[src/hdl/ecpp_defs.svh]
`ifndef ECPP_DEFS_SVH
`define ECPP_DEFS_SVH

// Register offsets from the port base address.
`define ECPP_OFF_DATA 16'h0000
`define ECPP_OFF_DSR 16'h0001
`define ECPP_OFF_DCR 16'h0002
`define ECPP_OFF_FIFO 16'h0400
`define ECPP_OFF_CFGB 16'h0401
`define ECPP_OFF_ECR 16'h0402

// Extended control field positions.
`define ECPP_ECR_MODE_HI 7
`define ECPP_ECR_MODE_LO 5
`define ECPP_ECR_NERR 4
`define ECPP_ECR_DMAEN 3
`define ECPP_ECR_SVC 2
`define ECPP_ECR_FULL 1
`define ECPP_ECR_EMPTY 0

// Device control field positions.
`define ECPP_DCR_STROBE 0
`define ECPP_DCR_AUTOFD 1
`define ECPP_DCR_INIT 2
`define ECPP_DCR_SELIN 3
`define ECPP_DCR_DIR 5

// Reset values and fixed read values.
`define ECPP_ECR_RST 8'h15
`define ECPP_CFGA_VAL 8'h10
`define ECPP_IRQ_SEL 3'h0
`define ECPP_DMA_SEL 3'h0

// FIFO geometry and service thresholds.
`define ECPP_FIFO_DEPTH 16
`define ECPP_WR_THR 5'h08
`define ECPP_RD_THR 5'h08

`endif

[src/hdl/ecpp_pkg.sv]
package ecpp_pkg;

    // Operating modes held in the extended control register.
    typedef enum logic [2:0] {
        ECPP_M_STD,
        ECPP_M_BYTE,
        ECPP_M_COMPAT_FIFO_PORT,
        ECPP_M_ECP,
        ECPP_M_EPP,
        ECPP_M_RSVD,
        ECPP_M_TEST,
        ECPP_M_CFG
    } ecpp_mode_t;

    // Link handshake states.
    typedef enum logic [2:0] {
        ECPP_L_IDLE,
        ECPP_L_FWD_WAIT,
        ECPP_L_FWD_STB,
        ECPP_L_FWD_REL,
        ECPP_L_REV_REQ,
        ECPP_L_REV_ACK,
        ECPP_L_REV_RPT
    } ecpp_link_t;

    typedef logic [7:0] ecpp_byte_t;

endpackage : ecpp_pkg

[src/hdl/ecpp_port.sv]
`include "ecpp_defs.svh"
// Function
// - One 16-byte FIFO serves both forward and reverse transfers.
// - Compatibility FIFO mode runs the strobe and busy handshake in hardware.
// - Reverse RLE byte is not stored; next data byte is stored run length plus one times.
// - Forward compression is omitted; only reverse decompression is built.
// - DMA moves ECP data both directions; no negotiation is done.
// - Forward strobe asserts to latch data, interlocked with peripheral ack.
// - In ECP mode, data bus driven only while reverse-ack permits it.
// - Forward host ack level shows address versus data byte.
// - Reverse host ack requests bytes, interlocked with the peripheral clock.
// - Asserted request or fault line raises the error interrupt condition in ECP mode.
// - Reverse request line is only a hint; direction stays under host control.
// - Direction line low selects reverse, high selects forward.
// - Select-in output stays deasserted throughout ECP mode.
// - Offset zero decodes data or address FIFO by mode; status/control always.
// - Offset 400h decodes FIFO or config A by mode; 401h only in configuration mode; 402h fixed.
// - Offsets add to a base address; every decode needs address enable low.
// - Three-bit mode encodes standard through configuration as listed.
// - Mode field is bits 7 to 5 of extended control, read and write.
// - Every port word through FIFO and link is eight bits.
module ecpp_port (
    input wire logic mclk_i,
    input wire logic rst_n_i,
    input wire logic [15:0] base_addr_i,
    input wire logic [15:0] io_addr_i,
    input wire logic aen_i,
    input wire logic io_rd_i,
    input wire logic io_wr_i,
    input wire ecpp_pkg::ecpp_byte_t io_wdata_i,
    output ecpp_pkg::ecpp_byte_t io_rdata_o,
    output logic dma_req_o,
    input wire logic dma_ack_i,
    input wire logic dma_tc_i,
    output logic error_irq_o,
    output logic host_clock_strobe_n_o,
    output logic host_ack_pin_o,
    output logic direction_line_o,
    output logic select_in_line_o,
    input wire ecpp_pkg::ecpp_byte_t port_data_bus_i,
    output ecpp_pkg::ecpp_byte_t port_data_bus_o,
    output logic port_data_bus_oe_o,
    input wire logic peripheral_clock_line_i,
    input wire logic peripheral_acknowledge_i,
    input wire logic reverse_ack_pin_i,
    input wire logic request_fault_pin_i,
    input wire logic select_i
);
    import ecpp_pkg::*;

    ecpp_byte_t data_q;
    logic [5:0] dcr_q;
    ecpp_mode_t mode_q;
    logic nerr_en_q;
    logic dma_en_q;
    logic svc_q;
    logic [8:0] fifo_mem [`ECPP_FIFO_DEPTH];
    logic [3:0] wr_ptr_q;
    logic [3:0] rd_ptr_q;
    logic [4:0] count_q;
    ecpp_byte_t last_rd_q;
    ecpp_link_t link_q;
    ecpp_byte_t tx_q;
    logic tx_tag_q;
    logic strobe_q;
    logic hack_q;
    logic rle_pend_q;
    logic [6:0] rle_cnt_q;
    logic [7:0] rep_left_q;
    ecpp_byte_t rep_byte_q;
    logic fault_q;

    logic [15:0] off;
    logic sel_data, sel_dsr, sel_dcr, sel_fifo, sel_cfgb, sel_ecr;
    logic is_ecp, dir_rev, full, empty;
    logic bus_wr_fifo, bus_rd_fifo, lk_push, lk_pop, push, pop;
    logic [8:0] push_word;
    logic [8:0] head;
    logic cap_cmd, cap_rle, cap_plain;
    ecpp_byte_t rd_mux;

    // Offsets are taken relative to the base; AEN high marks a DMA cycle.
    assign off = 16'(io_addr_i - base_addr_i);
    assign sel_data = !aen_i && off == `ECPP_OFF_DATA;
    assign sel_dsr = !aen_i && off == `ECPP_OFF_DSR;
    assign sel_dcr = !aen_i && off == `ECPP_OFF_DCR;
    assign sel_fifo = !aen_i && off == `ECPP_OFF_FIFO;
    assign sel_cfgb = !aen_i && off == `ECPP_OFF_CFGB && mode_q == ECPP_M_CFG;
    assign sel_ecr = !aen_i && off == `ECPP_OFF_ECR;

    assign is_ecp = mode_q == ECPP_M_ECP;
    assign dir_rev = dcr_q[`ECPP_DCR_DIR];
    assign full = count_q == 5'(`ECPP_FIFO_DEPTH);
    assign empty = count_q == 5'h00;
    assign head = fifo_mem[rd_ptr_q];

    // Bus or DMA writes fill the FIFO in the modes that own it; an ECP
    // write at offset zero is tagged as address or RLE.
    always_comb begin
        bus_wr_fifo = 1'b0;
        bus_rd_fifo = 1'b0;
        if (io_wr_i && (dma_ack_i || sel_fifo)) begin
            bus_wr_fifo = mode_q == ECPP_M_COMPAT_FIFO_PORT || mode_q == ECPP_M_TEST ||
                (is_ecp && !dir_rev);
        end
        if (io_wr_i && sel_data && is_ecp && !dir_rev) begin
            bus_wr_fifo = 1'b1;
        end
        if (io_rd_i && (dma_ack_i || sel_fifo)) begin
            bus_rd_fifo = mode_q == ECPP_M_TEST || (is_ecp && dir_rev);
        end
    end

    // Reverse capture: a command byte with bit 7 low is a run length.
    assign cap_cmd = !peripheral_acknowledge_i;
    assign cap_rle = cap_cmd && !port_data_bus_i[7];
    assign cap_plain = !cap_rle && !(rle_pend_q && !cap_cmd);
    assign lk_push = (link_q == ECPP_L_REV_REQ && !peripheral_clock_line_i &&
        cap_plain) || (link_q == ECPP_L_REV_RPT);
    // Forward drain runs only in compatibility FIFO and forward ECP modes.
    assign lk_pop = link_q == ECPP_L_IDLE && !empty &&
        (mode_q == ECPP_M_COMPAT_FIFO_PORT || (is_ecp && !dir_rev));
    assign push = (bus_wr_fifo || lk_push) && !full;
    assign pop = (bus_rd_fifo || lk_pop) && !empty;

    // Word layout: tag in bit 8, port word below it.
    always_comb begin
        push_word = {1'b0, io_wdata_i};
        if (lk_push) begin
            if (link_q == ECPP_L_REV_RPT) begin
                push_word = {1'b0, rep_byte_q};
            end else begin
                push_word = {cap_cmd, port_data_bus_i};
            end
        end else if (sel_data && !dma_ack_i) begin
            push_word = {1'b1, io_wdata_i};
        end
    end

    // FIFO storage. Writes to a full FIFO are dropped; the full bit lets
    // software and DMA avoid that.
    always_ff @(posedge mclk_i) begin
        if (push) begin
            fifo_mem[wr_ptr_q] <= push_word;
        end
    end

    // FIFO pointers and fill count.
    always_ff @(posedge mclk_i or negedge rst_n_i) begin
        if (!rst_n_i) begin
            wr_ptr_q <= 4'h0;
            rd_ptr_q <= 4'h0;
            count_q <= 5'h00;
        end else if (io_wr_i && sel_ecr && io_wdata_i[7:6] == 2'b00) begin
            // Dropping to standard or byte mode abandons any queued bytes.
            wr_ptr_q <= 4'h0;
            rd_ptr_q <= 4'h0;
            count_q <= 5'h00;
        end else begin
            if (push) begin
                wr_ptr_q <= wr_ptr_q + 4'h1;
            end
            if (pop) begin
                rd_ptr_q <= rd_ptr_q + 4'h1;
            end
            if (push && !pop) begin
                count_q <= count_q + 5'h01;
            end else if (pop && !push) begin
                count_q <= count_q - 5'h01;
            end
        end
    end

    // Remember the last byte read so an empty test FIFO re-reads it.
    always_ff @(posedge mclk_i or negedge rst_n_i) begin
        if (!rst_n_i) begin
            last_rd_q <= 8'h00;
        end else if (bus_rd_fifo && !empty) begin
            last_rd_q <= head[7:0];
        end
    end

    // Data register and device control register.
    always_ff @(posedge mclk_i or negedge rst_n_i) begin
        if (!rst_n_i) begin
            data_q <= 8'h00;
            dcr_q <= 6'h00;
        end else begin
            if (io_wr_i && sel_data && mode_q[2:1] == 2'b00) begin
                data_q <= io_wdata_i;
            end
            if (io_wr_i && sel_dcr) begin
                dcr_q <= io_wdata_i[5:0];
            end
        end
    end

    // Extended control. Hardware sets the service bit only while it is clear: it
    // overrides a same-cycle write of zero then, but a same-cycle clear of a set bit wins.
    always_ff @(posedge mclk_i or negedge rst_n_i) begin
        if (!rst_n_i) begin
            mode_q <= ecpp_mode_t'(3'(`ECPP_ECR_RST >> `ECPP_ECR_MODE_LO));
            nerr_en_q <= 1'(`ECPP_ECR_RST >> `ECPP_ECR_NERR);
            dma_en_q <= 1'(`ECPP_ECR_RST >> `ECPP_ECR_DMAEN);
            svc_q <= 1'(`ECPP_ECR_RST >> `ECPP_ECR_SVC);
        end else begin
            if (io_wr_i && sel_ecr) begin
                mode_q <= ecpp_mode_t'(io_wdata_i[`ECPP_ECR_MODE_HI:
                    `ECPP_ECR_MODE_LO]);
                nerr_en_q <= io_wdata_i[`ECPP_ECR_NERR];
                dma_en_q <= io_wdata_i[`ECPP_ECR_DMAEN];
                svc_q <= io_wdata_i[`ECPP_ECR_SVC];
            end
            if (!svc_q && ((dma_en_q && dma_tc_i) || (!dma_en_q && (dir_rev ?
                count_q >= `ECPP_RD_THR :
                5'(`ECPP_FIFO_DEPTH) - count_q >= `ECPP_WR_THR)))) begin
                svc_q <= 1'b1;
            end
        end
    end

    // Read multiplexer; unmapped offsets and reserved bits read zero.
    always_comb begin
        rd_mux = 8'h00;
        if (dma_ack_i || sel_fifo) begin
            if (mode_q == ECPP_M_CFG && !dma_ack_i) begin
                rd_mux = `ECPP_CFGA_VAL;
            end else begin
                rd_mux = empty ? last_rd_q : head[7:0];
            end
        end else if (sel_data) begin
            rd_mux = mode_q == ECPP_M_BYTE && dir_rev ? port_data_bus_i : data_q;
        end else if (sel_dsr) begin
            rd_mux = {!peripheral_acknowledge_i, peripheral_clock_line_i,
                reverse_ack_pin_i, select_i, request_fault_pin_i, 3'b000};
        end else if (sel_dcr) begin
            rd_mux = {2'b00, dcr_q};
        end else if (sel_cfgb) begin
            rd_mux = {1'b0, fault_q, `ECPP_IRQ_SEL, `ECPP_DMA_SEL};
        end else if (sel_ecr) begin
            rd_mux = {mode_q, nerr_en_q, dma_en_q, svc_q, full, empty};
        end
    end

    // Read data is registered and valid the cycle after the read strobe.
    always_ff @(posedge mclk_i or negedge rst_n_i) begin
        if (!rst_n_i) begin
            io_rdata_o <= 8'h00;
        end else if (io_rd_i) begin
            io_rdata_o <= rd_mux;
        end
    end

    // DMA asks for service while the FIFO has room (forward) or bytes
    // (reverse); it holds off while the service bit is set.
    always_ff @(posedge mclk_i or negedge rst_n_i) begin
        if (!rst_n_i) begin
            dma_req_o <= 1'b0;
        end else begin
            dma_req_o <= dma_en_q && !svc_q && !dma_tc_i &&
                (mode_q == ECPP_M_COMPAT_FIFO_PORT || is_ecp || mode_q == ECPP_M_TEST) &&
                (dir_rev && mode_q != ECPP_M_COMPAT_FIFO_PORT ? count_q > 5'h01 || (
                count_q == 5'h01 && !pop) : count_q < 5'h0f);
        end
    end

    // Error condition: fault line low in ECP mode with the interrupt
    // enabled. The request is only reported; direction stays ours.
    always_ff @(posedge mclk_i or negedge rst_n_i) begin
        if (!rst_n_i) begin
            fault_q <= 1'b0;
            error_irq_o <= 1'b0;
        end else begin
            fault_q <= !request_fault_pin_i;
            error_irq_o <= is_ecp && !nerr_en_q && !request_fault_pin_i;
        end
    end

    // Link handshake engine. Forward words leave the FIFO head; reverse
    // words are gathered only when the peripheral has granted reverse.
    always_ff @(posedge mclk_i or negedge rst_n_i) begin
        if (!rst_n_i) begin
            link_q <= ECPP_L_IDLE;
            tx_q <= 8'h00;
            tx_tag_q <= 1'b0;
            strobe_q <= 1'b0;
            hack_q <= 1'b0;
            rle_pend_q <= 1'b0;
            rle_cnt_q <= 7'h00;
            rep_left_q <= 8'h00;
            rep_byte_q <= 8'h00;
        end else begin
            unique case (link_q)
                ECPP_L_IDLE: begin
                    strobe_q <= 1'b0;
                    hack_q <= 1'b0;
                    if (lk_pop) begin
                        tx_q <= head[7:0];
                        tx_tag_q <= head[8] && is_ecp;
                        link_q <= ECPP_L_FWD_WAIT;
                    end else if (is_ecp && dir_rev && !reverse_ack_pin_i &&
                        !full) begin
                        link_q <= ECPP_L_REV_REQ;
                    end
                end
                ECPP_L_FWD_WAIT: begin
                    if (!peripheral_acknowledge_i) begin
                        strobe_q <= 1'b1;
                        link_q <= ECPP_L_FWD_STB;
                    end
                end
                ECPP_L_FWD_STB: begin
                    if (peripheral_acknowledge_i) begin
                        strobe_q <= 1'b0;
                        link_q <= ECPP_L_FWD_REL;
                    end
                end
                ECPP_L_FWD_REL: begin
                    link_q <= ECPP_L_IDLE;
                end
                ECPP_L_REV_REQ: begin
                    hack_q <= 1'b0;
                    if (!is_ecp || !dir_rev) begin
                        link_q <= ECPP_L_IDLE;
                    end else if (!peripheral_clock_line_i) begin
                        hack_q <= 1'b1;
                        link_q <= ECPP_L_REV_ACK;
                        if (cap_rle) begin
                            rle_cnt_q <= port_data_bus_i[6:0];
                            rle_pend_q <= 1'b1;
                        end else if (rle_pend_q && !cap_cmd) begin
                            rep_byte_q <= port_data_bus_i;
                            rep_left_q <= {1'b0, rle_cnt_q} + 8'h01;
                            rle_pend_q <= 1'b0;
                        end
                    end
                end
                ECPP_L_REV_ACK: begin
                    if (peripheral_clock_line_i) begin
                        link_q <= rep_left_q != 8'h00 ? ECPP_L_REV_RPT :
                            ECPP_L_IDLE;
                    end
                end
                ECPP_L_REV_RPT: begin
                    if (!full) begin
                        rep_left_q <= rep_left_q - 8'h01;
                        if (rep_left_q == 8'h01) begin
                            link_q <= ECPP_L_IDLE;
                        end
                    end
                end
            endcase
        end
    end

    // Pin drivers, registered. ECP and compatibility FIFO modes hand the
    // strobe to the engine, ECP mode also the host ack; other modes follow control bits.
    always_ff @(posedge mclk_i or negedge rst_n_i) begin
        if (!rst_n_i) begin
            host_clock_strobe_n_o <= 1'b1;
            host_ack_pin_o <= 1'b1;
            direction_line_o <= 1'b0;
            select_in_line_o <= 1'b1;
            port_data_bus_o <= 8'h00;
            port_data_bus_oe_o <= 1'b0;
        end else begin
            if (is_ecp || mode_q == ECPP_M_COMPAT_FIFO_PORT) begin
                host_clock_strobe_n_o <= !strobe_q;
            end else begin
                host_clock_strobe_n_o <= !dcr_q[`ECPP_DCR_STROBE];
            end
            if (is_ecp) begin
                host_ack_pin_o <= dir_rev ? hack_q : !tx_tag_q;
                direction_line_o <= !dir_rev;
                select_in_line_o <= 1'b1;
                port_data_bus_oe_o <= !dir_rev && reverse_ack_pin_i;
            end else begin
                host_ack_pin_o <= !dcr_q[`ECPP_DCR_AUTOFD];
                direction_line_o <= dcr_q[`ECPP_DCR_INIT];
                select_in_line_o <= !dcr_q[`ECPP_DCR_SELIN];
                port_data_bus_oe_o <= !(mode_q != ECPP_M_STD &&
                    mode_q != ECPP_M_COMPAT_FIFO_PORT && dir_rev);
            end
            port_data_bus_o <= mode_q[2:1] == 2'b00 ? data_q : tx_q;
        end
    end

endmodule : ecpp_port

[config.mk]
export PLATFORM = sky130hd
export DESIGN_NAME = ecpp_port
export DESIGN_NICKNAME = d
export VERILOG_FILES = /design/src/hdl/ecpp_pkg.sv /design/src/hdl/ecpp_port.sv
export VERILOG_INCLUDE_DIRS = /design/src /design/src/hdl
export SDC_FILE = /design/constraint.sdc
export NUM_CORES = 1
export LEC_CHECK = 0
export ABC_CLOCK_PERIOD_IN_PS = 4610
export BUFFER_PORTS_ARGS = -buffer_cell sky130_fd_sc_hd__buf_2
export CAP_MARGIN = 20
export CORE_MARGIN = 3
export CORE_UTILIZATION = 35
export DETAILED_ROUTE_END_ITERATION = 6
export PLACE_DENSITY = 0.61
export REMOVE_ABC_BUFFERS = 1
export SLEW_MARGIN = 15
export SYNTH_ARGS = -nofsm -noshare
export SYNTH_HDL_FRONTEND = slang
export SYNTH_SLANG_ARGS = --single-unit
[constraint.sdc]
create_clock -name mclk_i -period 4.61 [get_ports mclk_i]
set_input_delay 0.461 -clock mclk_i [delete_from_list [all_inputs] [get_ports mclk_i]]
set_output_delay 0.461 -clock mclk_i [all_outputs]
set_load 0.03 [all_outputs]
==> summary.md, run 1 <==
| Metric | Value |
|---|---|
| CTS Buf Count | 26 |
| Top cells by area, synth | edfxtp_1 (35%), dfrtp_1 (20%), mux2_2 (5.8%) |
| Top-count cell post-synth | edfxtp_1 |
| Final RePlAce weighted congestion | 0.8717 |
| Prevailing post-synth register cell | edfxtp_1 |
| CTS tree | yes |
| Flop2flop setup slack | 830 ps |
| Final setup violation count | 0 |
| RSZ-0062 raised after global routing | no |
| H-tree depth | 1 |
| Post-Syn Area | 12420 sq um |
| Final Util | 0.4083 |
| Pre-CTS setup slack | 104.9 ps |
| Via/cell ratio | 5.413 |
| MaxCap Viol Count | 0 |
| Worst hold path type | input port to async pin |
| Rel. slew slack | 0.4133 |
| Synth cell types | 76 |
| Most frequent cells after synthesis | edfxtp_1 (144), dfrtp_1 (98), nand2_1 (71), mux2_2 (64), a21oi_1 (59) |
| Final std cell area, no fill | 14210 sq um |
| DIE WIDTH | 194.4 um |
| CP max-delay cell | or4_4 |
| Antenna violations before repair | 0 |
| Largest net degree at the start of global routing | 64 |
| Outcome | complete, no violations |
| Grt met1 use | 0.2321 |
| Number of inserted diodes | 0 |
| Worst skew pair latency | 540 ps |
| Number of flops mapped to enable cells by yosys | 144 |
| GRT Max-Usage Layer | met2 |
| Syn avg cell area | 12.20 sq um |
| Root Driver | clkbuf_16 |
| Most used cell, CP | nor2b_1 |
| CTS Hold Buffers Added | 0 |
| Pwr dens | 401.6 nW/um^2 |
| Cells after synthesis | 1018 |
| Final hold vios | 0 |
| Starting Density | 0.3569 |
| Synth async-reset ratio | 0.4170 |
| Post-route DRC | 0 |
| Met3 usage | 0.02565 |
| DR vias | 8569 |
| Die Y | 194.4 um |
| WL/cell | 20.00 um |
| # port buffers | 82 |
| Post-CTS sizing | 0 |
| CP arrival | 4140 ps |
| Critical R2R Capture | count_q[4] |
| Initial DRC Count | 649 |
| Top delay family on crit path | simple AND/OR/NAND/NOR gates |
| Drt pass-1 iters | 5 |
| Synth warnings | 0 |
| Post-route ant nets | 0 |
| Setup Fix Bufs, Post-CTS | 0 |
| GRT Overall Usage | 0.1635 |
| GRT Residual Overflow | 0 |
| Vias in the first global route | 8588 |
| Synth Register Bits | 247 |
| Seq/Total Area, Yosys | 0.5563 |
| Lkg Pwr | 5.846 nW |
| CP Launch Type | input port |
| First-pass GRT wire length | 49490 um |
| Placed cell areas | 13410 sq um |
| Share of the synthesized area in the top cell type | 0.3482 |
| Final Cycle Share | 0.8586 |
| Slew Viols, Final | 0 |
| Worst Setup End Kind | flip-flop |
| Clock Skew | 11.45 ps |
| Critical path, cell by cell | buf_2 -> inv_1 -> ha_1 -> fa_1 -> nor2b_1 -> o2111ai_1 -> a211oi_1 -> buf_4 -> mux2i_1 -> o2111ai_1 -> or4_4 -> o31a_2 -> nor2b_1 -> nor2b_1 -> and2_1 |
| Layout area overhead | 14.41% |
| Clock buffer depth | 3 |
| Worst vdd ir | 0.0003251 V |
| Number of I/O pins | 83 |
| Fmax | 252.6 MHz |
| Share of layout cells above drive strength 1 | 0.2358 |
| Max Fanout on Critical Path | 9 |
| Setup ws final | 651.8 ps |
| Worst Path Required | 4790 ps |
| HPWL Detailed | 22360 um |
| Worst Max-Slew Pin Slew | 876.7 ps |
| Final nets | 1202 |
| M2 GR Usage | 0.2631 |
| Sink Count | 247 |
| Crit path largest cell delay | 530 ps |
| Cell row count | 68 |
| Worst Reg-to-Reg Cells | 11 |
| Die area | 37780 sq um |
| Post-route minimum period | 3958 ps |
| Core Region | 34800 sq um |
| Leading area contributor after synthesis | edfxtp_1 |
| Clock slew at reported path FFs | 60 ps |
| FF-to-FF Start | count_q[1] |
| Worst setup path category | input port to flip-flop |
| Buf+Inv Stages, Crit Path | 3 |
| Overall routed net length | 31670 um |
## worst reg2reg max path, stage by stage, from the launching register on
cell and delay (ps):
dfrtp_1 460, inv_1 160, ha_1 190, nor3b_1 360, ha_1 220, buf_4 250
nor4_1 120, nand3_1 580, o211ai_2 540, and3_2 380, or3_1 340, a21oi_1 140
## cells by family after synthesis
group / Yosys count / synth area share
xor+xnor: 21 / 0.01481
mux: 133 / 0.1321
flops: 247 / 0.5563
compound gates: 229 / 0.1214
buf+inv: 92 / 0.03466
simple gates: 264 / 0.1079
fa+ha+maj: 32 / 0.03285
## cells in the final DEF, fill, tap and decap left out, types with 14 or more instances in the layout
master     Yosys  layout
clkbuf_16      0      26
o21ai_0       50      50
xnor2_1       15      15
nor2b_1       14      14
dfrtp_1       98      97
a31oi_1       17      16
nand3_1       17      17
a21oi_1       59      59
mux2_2        64      64
mux4_2        18      18
buf_4          0      35
mux2i_1       48      48
edfxtp_1     144     144
and2_1        15      15
nor3_1        26      26
nand2_1       71      71
nor2_1        57      57
buf_2          2      81
ha_1          31      31
inv_1         39      39
## state kept, by name, summed over array words and instances (netlist names), 3 cells and up
name / cells
count_q: 5
data_q: 8
dcr_q: 6
fifo_mem: 144
io_rdata_o: 8
last_rd_q: 8
link_q: 3
mode_q: 3
port_data_bus_o: 8
rd_ptr_q: 4
rep_byte_q: 8
rep_left_q: 8
rle_cnt_q: 7
tx_q: 8
wr_ptr_q: 4
## where the power goes
part           internal, mW  switching, mW
Clock                  1.11          0.849
Combinational         0.380          0.665
Sequential             2.57          0.135
## per-layer routing
layer	wire length [um]	part of all wire	up-vias
met1	14180	0.45	4268
met3	1887	0.060	46
met2	14860	0.47	254
li1	-	-	4001
met4	736	0.023	0
met5	0	0	-
## area by class of cell
cell class	instances	area (sq um)
multi-input combinational	679	5106
timing repair buffer	117	688.2
clock inverter	11	93.84
inverter	39	146.4
fill	3208	20590
sequential	247	6909
tap	455	569.3
clock buffer	35	694.4
## worst max-delay path by stage
stage | from | endpoint | cells after the start
3_5_place_dp | io_addr_i[0] | fifo_mem[6][5] | 15
2_1_floorplan | io_addr_i[0] | fifo_mem[0][8] | 12
6_report | io_addr_i[0] | fifo_mem[4][3] | 15
4_1_cts | io_addr_i[0] | fifo_mem[6][4] | 15
5_1_grt | io_addr_i[0] | fifo_mem[7][3] | 15
3_3_place_gp | io_addr_i[0] | fifo_mem[6][1] | 15
## metrics by stage
stage / instances / hold slack (ps) / setup TNS [ps] / total power, mW
5_1_grt: 1583 / 90.42 / 0 / 5.981
6_report: 1583 / 40.68 / 0 / 5.706
3_5_place_dp: 1537 / 425.8 / 0 / 3.782
4_1_cts: 1583 / 45.45 / 0 / 5.748
3_3_place_gp: 1537 / 434.7 / 0 / 3.762
2_1_floorplan: 965 / 165.4 / -458.3 / 3.355
(Power assumes the default switching activity.)
==> inputs of run 2 (changes only) <==
- CTS_BUF_LIST: default -> sky130_fd_sc_hd__clkbuf_4
- HOLD_SLACK_MARGIN: default -> 0.02
==> run 2 against run 1 <==
Against the previous run: clock skew increased by 36 ps; sequential power about the same; maximum frequency is 2.4% higher; largest power group unchanged; setup slack gained 93 ps; non-clock buffer count increased by 3; total power is 1.8% higher.
==> summary.md, run 2 (synthesis gave the netlist of run 1 again) <==
| Metric | Value |
|---|---|
| Final setup violation count | 0 |
| Worst vdd ir | 0.0001720 V |
| Number of flip-flops under the largest register name | 144 |
| Most used cell, CP | nor2b_1 |
| Combinational Power Share | 0.180 |
| Die Y | 194.4 um |
| GRT Overall Usage | 0.1675 |
| Layout area overhead | 15.68% |
| Worst hold path type | input port to flip-flop |
| Clk pwr share | 0.355 |
| Post-CTS sizing | 0 |
| Final Non-Filler Cells | 1660 |
| Largest net degree at the start of global routing | 64 |
| Antenna violations before repair | 1 |
| Most common cell after layout, fill and taps aside | edfxtp_1 |
| Overall routed net length | 32090 um |
| Initial DRC Count | 634 |
| Total internal power | 4.099 mW |
| Outcome | complete, no violations |
| Switching share of power | 0.2945 |
| Share of layout cells above drive strength 1 | 0.2849 |
| Final RePlAce weighted congestion | 0.8717 |
| Net Switching | 1.711 mW |
| Pwr dens | 404.5 nW/um^2 |
| Core Region | 34800 sq um |
| Clock buffer depth | 3 |
| Top delay family on crit path | simple AND/OR/NAND/NOR gates |
| Slew Viols, Final | 0 |
| Worst setup path category | input port to flip-flop |
| H-tree depth | 3 |
| Final Util | 0.4128 |
| Clock slew at reported path FFs | 60 ps |
| GRT Residual Overflow | 0 |
| DR vias | 8860 |
| Final hold vios | 0 |
| Via/cell ratio | 5.337 |
| Crit path largest cell delay | 530 ps |
| HPWL Detailed | 22360 um |
| Buf+Inv Stages, Crit Path | 3 |
| Worst Setup End Kind | flip-flop |
| Worst hold slack | 88.04 ps |
| Final Cycle Share | 0.8384 |
| Starting Density | 0.3569 |
| # port buffers | 82 |
| Drt pass-1 iters | 5 |
| RSZ-0062 raised after global routing | no |
| Cell row count | 68 |
| WL/cell | 19.33 um |
| Post-route ant nets | 0 |
| Biggest register | fifo_mem |
| Final nets | 1246 |
| Clock Skew | 47.75 ps |
| Root Driver | clkbuf_4 |
| CP max-delay cell | or4_4 |
| CTS tree | yes |
| Setup Fix Bufs, Post-CTS | 0 |
| Worst Max-Slew Pin Slew | 890.1 ps |
| Most frequent cells in the layout | edfxtp_1 (144), clkbuf_4 (105), dfrtp_1 (97), buf_2 (81), nand2_1 (71) |
| Sequential share of power | 0.465 |
| CTS Buf Count | 67 |
| Vias in the first global route | 8985 |
| Critical path, cell by cell | buf_2 -> inv_1 -> ha_1 -> fa_1 -> nor2b_1 -> o2111ai_1 -> a211oi_1 -> buf_4 -> mux2i_1 -> o2111ai_1 -> or4_4 -> o31a_2 -> nor2b_1 -> nor2b_1 -> and2_1 |
| Post-route DRC | 0 |
| Fmax | 258.7 MHz |
| Lkg Pwr | 6.019 nW |
| Worst Path Required | 4890 ps |
| MaxCap Viol Count | 0 |
| CTS Hold Buffers Added | 3 |
| First-pass GRT wire length | 50340 um |
| Number of I/O pins | 83 |
| Dpl cells | 1537 |
| CP Launch Type | input port |
| DIE WIDTH | 194.4 um |
| Sink Count | 247 |
| Setup tns final | 0 ps |
| Die area | 37780 sq um |
| Rel. slew slack | 0.4044 |
| Post-route minimum period | 3865 ps |
| Overall power | 5.810 mW |
| Worst skew pair latency | 660 ps |
| Max Fanout on Critical Path | 9 |
| CP arrival | 4140 ps |
run 2: layer usage:
metal | global-route usage | routed length [um] | vias to the layer above
met3 | 0.03345 | 1980 | 67
met1 | 0.2290 | 14250 | 4347
met5 | 0 | 0 | -
met4 | 0.06223 | 822 | 0
met2 | 0.2658 | 15030 | 299
li1 | - | - | 4147
run 2: path summary, 6_finish.rpt:
check / startpoint / endpoint / slack, ps / depth (start not counted)
worst max-delay path: io_addr_i[0] / fifo_mem[4][2] / 750 / 15
worst min-delay path: port_data_bus_i[0] / rle_cnt_q[0] / 90 / 2
worst max register to register: count_q[1] / count_q[4] / 800 / 11
worst min register to register: dcr_q[3] / select_in_line_o / 470 / 1
max in group asynchronous: rst_n_i / svc_q / 3050 / 3
min in group asynchronous: rst_n_i / wr_ptr_q[2] / 460 / 2
run 2: final cells by class:
class                           count  area, sq um
Antenna cell                        1        2.502
Clock buffer                      105        788.3
Clock inverter                     14        125.1
Fill cell                        3235        20430
Inverter                           39        146.4
Multi-Input combinational cell    679         5106
Sequential cell                   247         6909
Tap cell                          455        569.3
Timing Repair Buffer              120        718.2
run 2: power groups by stage:
stage               logic [mW]  clock network, mW  registers [mW]
floorplan                0.636                  0            2.72
global placement          1.02                  0            2.74
detailed placement        1.04                  0            2.74
CTS                       1.05               2.14            2.70
global route              1.17               2.25            2.72
finish                    1.05               2.06            2.70
run 2: stage by stage:
stage	instance area, sq um	setup slack (ps)
6_report	14370	745.1
5_1_grt	14370	424.3
3_3_place_gp	13410	164.8
3_5_place_dp	13410	104.9
4_1_cts	14360	785.3
2_1_floorplan	12130	-28.64
==> inputs of run 3 (changes only) <==
- ABC_AREA: default -> 1
- ABC_CLOCK_PERIOD_IN_PS: 4610 -> 3400
- PLACE_DENSITY: 0.61 -> 0.63
- clock period: 4.61 -> 3.4 ns (I/O delays scaled with it)
==> run 3 against run 2 <==
Against the previous run: combinational power rose by 57%; non-clock buffer count up 35; flip-flop and latch count is the same; synthesized area grew 0.92%; clock power is 21% higher; clock skew down 12 ps; worst hold slack improved by 12 ps; utilization rose by 0.91 points; count of clock-buffer cells in the layout is 16 lower; critical endpoint is now link_q[0]; largest cell class unchanged; final cell count is 25% higher.
==> summary.md, run 3 <==
| Metric | Value |
|---|---|
| Outcome | complete, no violations |
| Via/cell ratio | 4.964 |
| Drt pass-1 iters | 5 |
| Final setup violation count | 0 |
| Top cells by area, synth | edfxtp_1 (35%), dfrtp_1 (20%), nand2_1 (10%) |
| Leading area contributor after synthesis | edfxtp_1 |
| Clock buffer depth | 3 |
| Lkg Pwr | 6.609 nW |
| HPWL Detailed | 23670 um |
| Syn avg cell area | 8.977 sq um |
| Most common cell after layout, fill and taps aside | nand2_1 |
| WL/cell | 15.87 um |
| CTS tree | yes |
| Final nets | 1662 |
| # port buffers | 82 |
| Clock Skew | 35.60 ps |
| DIE WIDTH | 195.2 um |
| Worst vdd ir | 0.0004641 V |
| Starting Density | 0.3593 |
| Final RePlAce weighted congestion | 0.9394 |
| CTS Buf Count | 59 |
| Number of flip-flops under the largest register name | 144 |
| Fill count | 3449 |
| Setup Fix Bufs, Post-CTS | 0 |
| Setup tns final | 0 ps |
| Final Cycle Share | 0.8997 |
| XOR/XNOR share of the synthesized area | 0.009085 |
| Worst Path Required | 3990 ps |
| Synth async-reset ratio | 0.4170 |
| Worst Setup End Kind | flip-flop |
| Clock slew at reported path FFs | 70 ps |
| Synth Area in Compound Gates | 0.1239 |
| Share of the synthesized area in the top cell type | 0.3450 |
| Most frequent cells in the layout | nand2_1 (343), inv_1 (157), edfxtp_1 (144), o21ai_0 (131), nor2_1 (124) |
| DR vias | 10290 |
| Worst setup path category | flip-flop to flip-flop |
| CP arrival | 3650 ps |
| Share of layout cells above drive strength 1 | 0.1763 |
| Final Util | 0.4220 |
| Cell row count | 68 |
| GRT Residual Overflow | 0 |
| Number of flops mapped to enable cells by yosys | 144 |
| Vias in the first global route | 9881 |
| Final Non-Filler Cells | 2072 |
| Worst hold path type | input port to flip-flop |
| Mux share of post-synthesis cell area | 0.002596 |
| CP Launch Type | flip-flop |
| MaxCap Viol Count | 0 |
| RSZ-0062 raised after global routing | no |
| First-pass GRT wire length | 52770 um |
| Largest family of logic cells by synthesized area | simple AND/OR/NAND/NOR gates |
| H-tree depth | 2 |
| Post-Synth Simple-Gate Area | 0.2154 |
| Cells after synthesis | 1396 |
| Overall routed net length | 32880 um |
| Post-CTS sizing | 0 |
| Root Driver | clkbuf_4 |
| Post-route ant nets | 0 |
| Post-route minimum period | 3059 ps |
| Post-route DRC | 0 |
| Net Switching | 2.488 mW |
| Worst Max-Slew Pin Slew | 774.9 ps |
| Fmax | 326.9 MHz |
| Post-Syn Area | 12530 sq um |
| Hold Path Depth | 3 |
| Worst skew pair latency | 720 ps |
| Worst Reg-to-Reg Cells | 13 |
| Clk pwr share | 0.321 |
| GRT Overall Usage | 0.1707 |
| Most frequent cells after synthesis | nand2_1 (343), inv_1 (158), edfxtp_1 (144), o21ai_0 (131), nor2_1 (124) |
| Rel. slew slack | 0.4834 |
| Layout area overhead | 17.45% |
| Final hold vios | 0 |
| Switching share of power | 0.3187 |
| Number of inserted diodes | 0 |
| Synth warnings | 0 |
| Synth cell types | 53 |
| Total internal power | 5.319 mW |
| Sink Count | 247 |
| Number of I/O pins | 83 |
| Top-count cell post-synth | nand2_1 |
| Sequential share of power | 0.468 |
| Biggest register | fifo_mem |
| Overall power | 7.807 mW |
| Die Y | 195.2 um |
| Core Region | 34880 sq um |
| Seq/Total Area, Yosys | 0.5512 |
| Antenna violations before repair | 1 |
| Die area | 38110 sq um |
| Initial DRC Count | 863 |
| Dpl cells | 1941 |
| Pwr dens | 530.4 nW/um^2 |
| Synth Register Bits | 247 |
| Slew Viols, Final | 0 |
| Flop2flop setup slack | 340 ps |
| Max Fanout on Critical Path | 13 |
| Prevailing post-synth register cell | edfxtp_1 |
| Largest net degree at the start of global routing | 61 |
| Combinational Power Share | 0.211 |
| Synth Area in Adders | 0.03255 |
[run 3: changes by cell type in the layout (fill, tap and decap cells not counted), sizes merged, moves of 18 or more]
cell,before,now
mux2,67,2
nand3,17,76
mux2i,48,1
nand2,72,359
o21ai,50,143
mux4,18,0
nor2,59,131
inv,41,165
dlygate4sd3,3,23
[run 3: area by class of cell]
| type | count | area (sq um) | area share |
|---|---|---|---|
| flip-flops and latches | 247 | 6909 | 0.4694 |
| multi-input cells | 937 | 4806 | 0.3265 |
| repair buffers | 155 | 1018 | 0.06919 |
| clock buffers | 89 | 668.1 | 0.04539 |
| inverters | 170 | 639.4 | 0.04344 |
| well taps | 455 | 569.3 | 0.03868 |
| clock inverters | 19 | 108.9 | 0.007395 |
[run 3: worst max-delay path, cell delays in order (launching register included)]
cell      delay [ps]
dfrtp_1          430
inv_1            140
ha_1             230
nand2_1           90
nor2_1            80
ha_1             290
inv_1            330
nand3_1          120
nor2_1           370
inv_1            110
o311ai_0         160
nand2_1          250
nor4_1           230
a21oi_1           80
[run 3: cells by family (layout without fill, tap and decap cells)]
family                     after synthesis  count (layout)
DFF                                    247             247
buffers and inverters                  212             433
xor gates and xnor gates                13              13
muxes                                    3               3
and+or+nand+nor                        614             614
adders and majority gates               32              32
AOI/OAI and AO/OA                      275             275
[run 3: power by group through the flow]
stage	combinational (mW)	sequential (mW)	clock [mW]
final	1.65	3.66	2.50
after CTS	1.65	3.65	2.56
after detailed placement	1.63	3.71	0
after global routing	1.86	3.68	2.74
after floorplan	1.05	3.71	0
after global placement	1.60	3.71	0
[run 3: path summary, 6_finish.rpt]
check / start / endpoint
max reg2reg: count_q[0] / link_q[0]
min reg2reg: strobe_q / host_clock_strobe_n_o
min: io_wr_i / data_q[6]
max in group asynchronous: rst_n_i / rd_ptr_q[0]
max: count_q[0] / link_q[0]
min in group asynchronous: rst_n_i / rle_cnt_q[3]
[run 3: routing by layer]
metal  vias up  share of wire  routed length (um)  global-route usage
met3        71          0.077                2523             0.03589
li1       5083              -                   -                   -
met2       384           0.43               14240              0.2601
met1      4748           0.46               15100              0.2430
met5         -              0                   0                   0
met4         0          0.031                1021             0.05757
[run 3: through the flow]
stage                     worst slack (ps)  instance area (sq um)  hold WS (ps)
after global routing                 97.04                  14720         73.37
after CTS                            422.2                  14720         34.61
after floorplan                     -192.5                  12350         44.41
after detailed placement             143.4                  13710         423.1
after global placement               174.8                  13710         434.6
final                                341.1                  14720         100.3
[run 3: timing repair]
action | CTS | global route
endpoints found under the hold margin | 99 | 0
setup endpoints to repair | 0 | 0
hold buffers | 23 | 0
